===== src/rtl/mmdec_regs.vh =====
/*
 memory map constants for the address decoder.
 assumes a 20-bit byte address bus and a single including module.
*/
`ifndef MMDEC_REGS_VH
`define MMDEC_REGS_VH

`define MMDEC_AW          20
`define MMDEC_DW          8
`define MMDEC_ADDR_MAX    20'hfffff
`define MMDEC_ROM_TOP     20'h0ffff
`define MMDEC_ROM_HIGH    20'h10000
`define MMDEC_ROM_LOW_MAX 20'h08000
`define MMDEC_VEC_LO      20'h0ffdc
`define MMDEC_VEC_HI      20'h0ffff
`define MMDEC_DF_LO       20'h07000
`define MMDEC_DF_HI       20'h07fff
`define MMDEC_DF_BLK_MSB  11
`define MMDEC_DF_BLK_LSB  10
`define MMDEC_DF_SEL_MSB  11
`define MMDEC_RAM_LO      20'h00400
`define MMDEC_SFR0_LO     20'h00000
`define MMDEC_SFR0_HI     20'h02fff
`define MMDEC_SFR1_LO     20'h06800
`define MMDEC_SFR1_HI     20'h06fff
`define MMDEC_KB          20'h00400
`define MMDEC_ONE         20'h00001
`define MMDEC_ROM_KB      64
`define MMDEC_RAM_KB      6

`define MMDEC_T_NONE      3'h0
`define MMDEC_T_ROM       3'h1
`define MMDEC_T_DF        3'h2
`define MMDEC_T_RAM       3'h3
`define MMDEC_T_SFR       3'h4

`endif


===== src/rtl/mmdec_decoder.v =====
/*
 address decoder for a 1-Mbyte space: program flash, data flash, ram,
 two register windows, reserved space.
 assumes the bus master and all targets run on ref_clk; target read
 data is valid in the cycle after a select, as is the read mux output.
*/
// Summary of operation
// - decode 20-bit addresses over one contiguous 1-Mbyte space.
// - first 32 Kbytes of program flash end at 0ffff, growing downward.
// - program flash beyond 32 Kbytes continues upward from 10000.
// - a 64-Kbyte program flash covers 08000 through 17fff.
// - vector table at 0ffdc..0ffff is flagged, inside program flash.
// - 07000 through 07fff selects the data flash.
// - data flash is four 1-Kbyte blocks chosen by address.
// - ram maps upward from 00400, end scaling with ram size.
// - ram serves both data and stack; decoding is uniform for both.
// - register windows 00000..02fff and 06800..06fff.
// - upper window serves event link, transfer and touch units.
`include "mmdec_regs.vh"

module mmdec_decoder
#(
   parameter ROM_KB = `MMDEC_ROM_KB,
   parameter RAM_KB = `MMDEC_RAM_KB
)
(
   // clock and reset
   input  wire                      ref_clk,
   input  wire                      rst_n,
   // master request
   input  wire                      req,
   input  wire                      wr,
   input  wire [`MMDEC_AW-1:0]      addr,
   input  wire [`MMDEC_DW-1:0]      wdata,
   output reg  [`MMDEC_DW-1:0]      rdata,
   // target selects
   output wire                      rom_sel,
   output wire                      df_sel,
   output wire [3:0]                df_blk_sel,
   output wire                      ram_sel,
   output wire                      sfr_low_sel,
   output wire                      sfr_up_sel,
   output wire                      vec_hit,
   output wire                      unmapped,
   output wire                      wr_out,
   output wire [`MMDEC_AW-1:0]      addr_out,
   output wire [`MMDEC_DW-1:0]      wdata_out,
   // target read data
   input  wire [`MMDEC_DW-1:0]      rom_rdata,
   input  wire [`MMDEC_DW-1:0]      df_rdata,
   input  wire [`MMDEC_DW-1:0]      ram_rdata,
   input  wire [`MMDEC_DW-1:0]      sfr_rdata
);
   // region sizes; products cut to the address width on purpose
   localparam [31:0] ROM_BYTES_W  = ROM_KB * `MMDEC_KB;
   localparam [31:0] RAM_BYTES_W  = RAM_KB * `MMDEC_KB;
   localparam [19:0] ROM_BYTES    = ROM_BYTES_W[19:0];
   localparam [19:0] RAM_BYTES    = RAM_BYTES_W[19:0];
   localparam [19:0] ONE          = `MMDEC_ONE;
   localparam [19:0] LOW_SPAN     = `MMDEC_ROM_HIGH - `MMDEC_ROM_LOW_MAX;
   localparam        ROM_SPLIT    = (ROM_BYTES > LOW_SPAN);
   localparam [19:0] ROM_LO_SMALL = `MMDEC_ROM_HIGH - ROM_BYTES;
   localparam [19:0] ROM_HI_BIG   = `MMDEC_ROM_HIGH + (ROM_BYTES - LOW_SPAN) - ONE;

   // small flash ends at 0ffff, larger flash spills above 10000
   localparam [19:0] ROM_LO       = ROM_SPLIT ? `MMDEC_ROM_LOW_MAX : ROM_LO_SMALL;
   localparam [19:0] ROM_HI       = ROM_SPLIT ? ROM_HI_BIG : `MMDEC_ROM_TOP;
   localparam [19:0] RAM_HI       = `MMDEC_RAM_LO + RAM_BYTES - ONE;

   // range edges
   wire       rom_ge_lo;
   wire       rom_le_hi;
   wire       df_ge_lo;
   wire       df_le_hi;
   wire       ram_ge_lo;
   wire       ram_le_hi;
   wire       sfr0_le_hi;
   wire       sfr1_ge_lo;
   wire       sfr1_le_hi;
   wire       vec_ge_lo;
   wire       vec_le_hi;

   // region hits
   wire       in_rom;
   wire       in_df;
   wire       in_ram;
   wire       in_sfr0;
   wire       in_sfr1;
   wire       in_vec;
   wire       rd_req;
   wire [1:0] df_blk_idx;

   // read target
   reg  [2:0] tgt_d;
   reg  [2:0] tgt_q;

   // edge compares, whole 20-bit space, no aliasing
   assign rom_ge_lo  = (addr >= ROM_LO);
   assign rom_le_hi  = (addr <= ROM_HI);
   assign df_ge_lo   = (addr >= `MMDEC_DF_LO);
   assign df_le_hi   = (addr <= `MMDEC_DF_HI);
   assign ram_ge_lo  = (addr >= `MMDEC_RAM_LO);
   assign ram_le_hi  = (addr <= RAM_HI);
   assign sfr0_le_hi = (addr <= `MMDEC_SFR0_HI);
   assign sfr1_ge_lo = (addr >= `MMDEC_SFR1_LO);
   assign sfr1_le_hi = (addr <= `MMDEC_SFR1_HI);
   assign vec_ge_lo  = (addr >= `MMDEC_VEC_LO);
   assign vec_le_hi  = (addr <= `MMDEC_VEC_HI);

   // region membership
   assign in_rom     = rom_ge_lo && rom_le_hi;
   assign in_df      = df_ge_lo && df_le_hi;
   assign in_ram     = ram_ge_lo && ram_le_hi;
   assign in_sfr0    = sfr0_le_hi;
   assign in_sfr1    = sfr1_ge_lo && sfr1_le_hi;
   assign in_vec     = vec_ge_lo && vec_le_hi;
   assign rd_req     = req && !wr;
   assign df_blk_idx = addr[`MMDEC_DF_BLK_MSB:`MMDEC_DF_BLK_LSB];

   // one-hot selects, ram over lower window
   assign rom_sel     = req && in_rom;
   assign df_sel      = req && in_df;
   assign ram_sel     = req && in_ram;
   assign sfr_low_sel = req && in_sfr0 && !in_ram;
   assign sfr_up_sel  = req && in_sfr1;
   assign vec_hit     = rom_sel && in_vec;
   assign unmapped    = req && !in_rom && !in_df && !in_ram && !in_sfr0 && !in_sfr1;
   assign wr_out      = wr;
   assign addr_out    = addr;
   assign wdata_out   = wdata;

   // block a..d from address bits 11:10
   genvar g;
   generate
      for (g = 0; g < 4; g = g + 1)
      begin : blk
         localparam [31:0] BLK_W = g;
         assign df_blk_sel[g] = df_sel && (df_blk_idx == BLK_W[1:0]);
      end
   endgenerate

   // target of a read for the return mux, ram first
   always @*
   begin
      tgt_d = `MMDEC_T_NONE;
      if (rd_req)
      begin
         if (in_ram)
         begin
            tgt_d = `MMDEC_T_RAM;
         end
         else if (in_rom)
         begin
            tgt_d = `MMDEC_T_ROM;
         end
         else if (in_df)
         begin
            tgt_d = `MMDEC_T_DF;
         end
         else if (in_sfr0 || in_sfr1)
         begin
            tgt_d = `MMDEC_T_SFR;
         end
         else
         begin
            tgt_d = `MMDEC_T_NONE;
         end
      end
   end

   // writes and idle cycles clear the target
   always @(posedge ref_clk or negedge rst_n)
   begin
      if (!rst_n)
      begin
         tgt_q <= `MMDEC_T_NONE;
      end
      else
      begin
         tgt_q <= tgt_d;
      end
   end

   // unmapped reads return zero
   always @*
   begin
      case (tgt_q)
         `MMDEC_T_ROM: rdata = rom_rdata;
         `MMDEC_T_DF:  rdata = df_rdata;
         `MMDEC_T_RAM: rdata = ram_rdata;
         `MMDEC_T_SFR: rdata = sfr_rdata;
         default:      rdata = {`MMDEC_DW{1'b0}};
      endcase
   end

endmodule


===== config.mk =====
export PLATFORM = sky130hd
export DESIGN_NAME = mmdec_decoder
export DESIGN_NICKNAME = d
export VERILOG_FILES = /design/src/rtl/mmdec_decoder.v
export VERILOG_INCLUDE_DIRS = /design/src /design/src/rtl
export SDC_FILE = /design/constraint.sdc
export NUM_CORES = 1
export LEC_CHECK = 0
export BUFFER_PORTS_ARGS = -buffer_cell sky130_fd_sc_hd__buf_2
export CORE_ASPECT_RATIO = 0.9
export CORE_MARGIN = 1.5
export CORE_UTILIZATION = 28
export DETAILED_ROUTE_END_ITERATION = 12
export GPL_TIMING_DRIVEN = 0
export HOLD_SLACK_MARGIN = 0.05
export PLACE_DENSITY_LB_ADDON = 0.25
export SYNTH_ARGS = -nofsm -noshare
export SYNTH_HDL_FRONTEND = slang
export SYNTH_SLANG_ARGS = --single-unit

===== constraint.sdc =====
create_clock -name ref_clk -period 1.23 [get_ports ref_clk]
set_input_delay 0.1845 -clock ref_clk [delete_from_list [all_inputs] [get_ports ref_clk]]
set_output_delay 0.1845 -clock ref_clk [all_outputs]
set_load 0.02 [all_outputs]

==> results.json <==
{
  "start_kind": "primary input",
  "dp_hpwl_um": 2160,
  "drt_wl_total_um": 2910,
  "avgRoutedWirePerCell_um": 10.7,
  "worstHoldStart": "wr",
  "mostFrequentLayoutCell": "buf_2",
  "gp_congestion": 0.798,
  "drc": 0,
  "grt_pass1_wl_um": 3880,
  "design.core.area_um2": 2790,
  "yosys_warnings": 0,
  "ys_seq_area_share_pct": 8.97,
  "critPathKind": "in2out",
  "dieArea_um2": 3330,
  "synth_area_leaders": "buf_4 27%, mux2_2 11%, dfrtp_1 9.0%",
  "regMostFlops": "tgt_q",
  "io_pins": 112,
  "drt_iter0_drc": 34,
  "clkTransAtPathRegs_ns": 0.03,
  "reg.largest.list": "tgt_q (3)",
  "synth_compound_area_share_pct": 16.9,
  "netlist_area_um2": 837,
  "vias": 1208,
  "port_buffers": 99,
  "fin_ws_ns": -0.438,
  "rsz0062_at_grt": "true",
  "hold_viol_final": 0,
  "htree_levels": 1,
  "holdWs_ns": 0.155,
  "clockRootBuffer": "clkbuf_4",
  "worst_pin_slew_ns": 0.307,
  "rows": 18,
  "yosysTopAreaCellShare_pct": 26.9,
  "met3_length_um": 323,
  "crit_required_ns": 1.05,
  "synthAdderAreaFrac_pct": 0,
  "avgSynthCellArea_um2": 7.28,
  "finalMaxSlewViolations": 0,
  "power.leakage_nw": 0.942,
  "numCtsBuffers": 3,
  "irDropWorstVdd_mv": 0.263,
  "grt_max_degree": 10,
  "outcome": "finished, violations left",
  "post_synth_num_cell_types": 32,
  "clockBufferDepth": 2,
  "cp_cell_sequence": "buf_6, or4_4, nor2_4, buf_4, nand2_4, a211oi_4, buf_6",
  "antenna_cells": 0,
  "area_delta_synth_final_pct": 121,
  "drt_first_pass_iters": 4,
  "arrival_ns": 1.48,
  "cp.buffers_inverters": 3,
  "viasPerCell": 4.46,
  "synth_fp_nets": 179,
  "place_area_um2": 1540,
  "fin_area_um2": 1850,
  "crit_family": "simple AND/OR/NAND/NOR gates",
  "wl_met2_um": 1520,
  "maxCapViolCount": 0,
  "final_cell_mix": "78 x buf_2, 45 x buf_4, 21 x buf_6",
  "slowest_stage": "or4_4",
  "crit_path_end_kind": "output port",
  "fmaxAchievable_ghz": 0.600,
  "fp.dieH_um": 54.9,
  "finalSetupViolCount": 19,
  "tritoncts": "built",
  "synth_xor_area_share_pct": 1.05,
  "synth-seq-cells": 3,
  "antenna_found_initial": 0,
  "synthSimpleGateAreaFrac_pct": 32.0,
  "yosys.area.top_type": "buf_4",
  "relSlewSlack_pct": 79.4,
  "synth_top_family_by_area": "simple AND/OR/NAND/NOR gates",
  "worst_hold_path.num_cells": 2,
  "p_per_area_nw_per_um2": 378,
  "crit_top_cell": "buf_6",
  "ant_nets": 0,
  "violations": "setup timing",
  "start_util_pct": 30.0,
  "synth_mux_area_share_pct": 10.8,
  "cp_max_fo": 4,
  "min_period_ns": 1.67,
  "syn_inst": 115,
  "nets": 296,
  "min_period_over_period_pct": 136,
  "hold_end": "tgt_q[0]$_DFF_PN0_",
  "grtUsageTotal_pct": 15.5,
  "drive_gt1_share_pct": 83.5,
  "slowest_delay_ns": 0.55,
  "die_x_um": 60.6,
  "met1_length_um": 1040,
  "hp-class": "in2reg",
  "fillers": 257,
  "grt_pass1_vias": 1011,
  "routed.top_layer": "met4",
  "grt_overflow": 0,
  "clock-sinks": 3,
  "largest_reg_flops": 3
}
## worst max-delay path by stage
stage | start | end | slack, ns | depth (start not counted)
final | addr[17] | sfr_low_sel | -0.44 | 7
after CTS | addr[17] | df_blk_sel[1] | -0.45 | 6
after detailed placement | addr[17] | sfr_low_sel | -0.50 | 6
after global routing | addr[17] | df_blk_sel[2] | -0.49 | 6
after global placement | addr[17] | sfr_low_sel | -0.50 | 6
after floorplan | addr[17] | df_blk_sel[1] | -0.26 | 4
## where the power goes
part / switching (mW) / internal (mW)
Combinational: 0.203 / 0.227
Clock: 0.0485 / 0.121
Sequential: 0.000410 / 0.0999
## cells in the mapped netlist
cell type,n
xnor2_1,1
nand4b_1,1
inv_1,1
and3_1,1
o21ai_0,9
and3b_1,1
nor2_4,1
or4_4,1
clkbuf_1,1
nor2_1,6
nand2_1,14
nand3_2,1
o21bai_1,1
buf_4,30
nor3b_2,3
nor3_1,3
nand3_1,3
a31oi_1,1
a211oi_1,1
and2_1,1
mux2_2,8
nor2b_1,1
dfrtp_1,3
nand3b_1,1
a22oi_1,8
buf_6,1
nor4_1,3
nor3b_1,2
or4_1,1
buf_2,2
and3_2,1
a21oi_1,3
## logic make-up (layout without fill, tap and decap cells)
family | Yosys count | in the layout
simple gates | 45 | 45
buf+inv | 35 | 151
compound gates | 23 | 23
mux | 8 | 8
flops | 3 | 3
xor+xnor | 1 | 1
## through the flow
step | cells | power [mW] | util (%) | worst slack, ns | TNS (ns)
CTS | 268 | 0.695 | 63.7 | -0.455 | -6.94
global placement | 254 | 0.486 | 55.0 | -0.498 | -6.44
floorplan | 115 | 0.328 | - | -0.261 | -2.28
global route | 271 | 0.749 | 66.3 | -0.494 | -7.68
finish | 271 | 0.700 | 66.3 | -0.438 | -6.65
detailed placement | 254 | 0.488 | 55.0 | -0.498 | -6.43
## what timing repair did
action | 4_1_cts | 5_1_grt
gates resized for setup | 41 | 14
buffers inserted | 8 | 3
hold buffers | 1 | 0
hold endpoints to repair | 3 | 0
gates cloned | 1 | 0
pin swaps | 15 | 13
setup endpoints to repair | 19 | 21
## final cells by class
type	count	area, um2	area share, %
sequential	3	76.3	4.12
tap	40	50.0	2.70
timing repair buffer	112	716	38.7
multi-input combinational	77	712	38.5
clock buffer	4	26.3	1.42
buffer	34	267	14.4
inverter	1	3.75	0.203
## metal layers
metal / global-route usage (%) / up-vias
li1: - / 615
met1: 14.7 / 518
met2: 33.0 / 73
met3: 1.65 / 2
met4: 6.52 / 0
met5: 0 / -
Power figures use the tool's default switching activity.
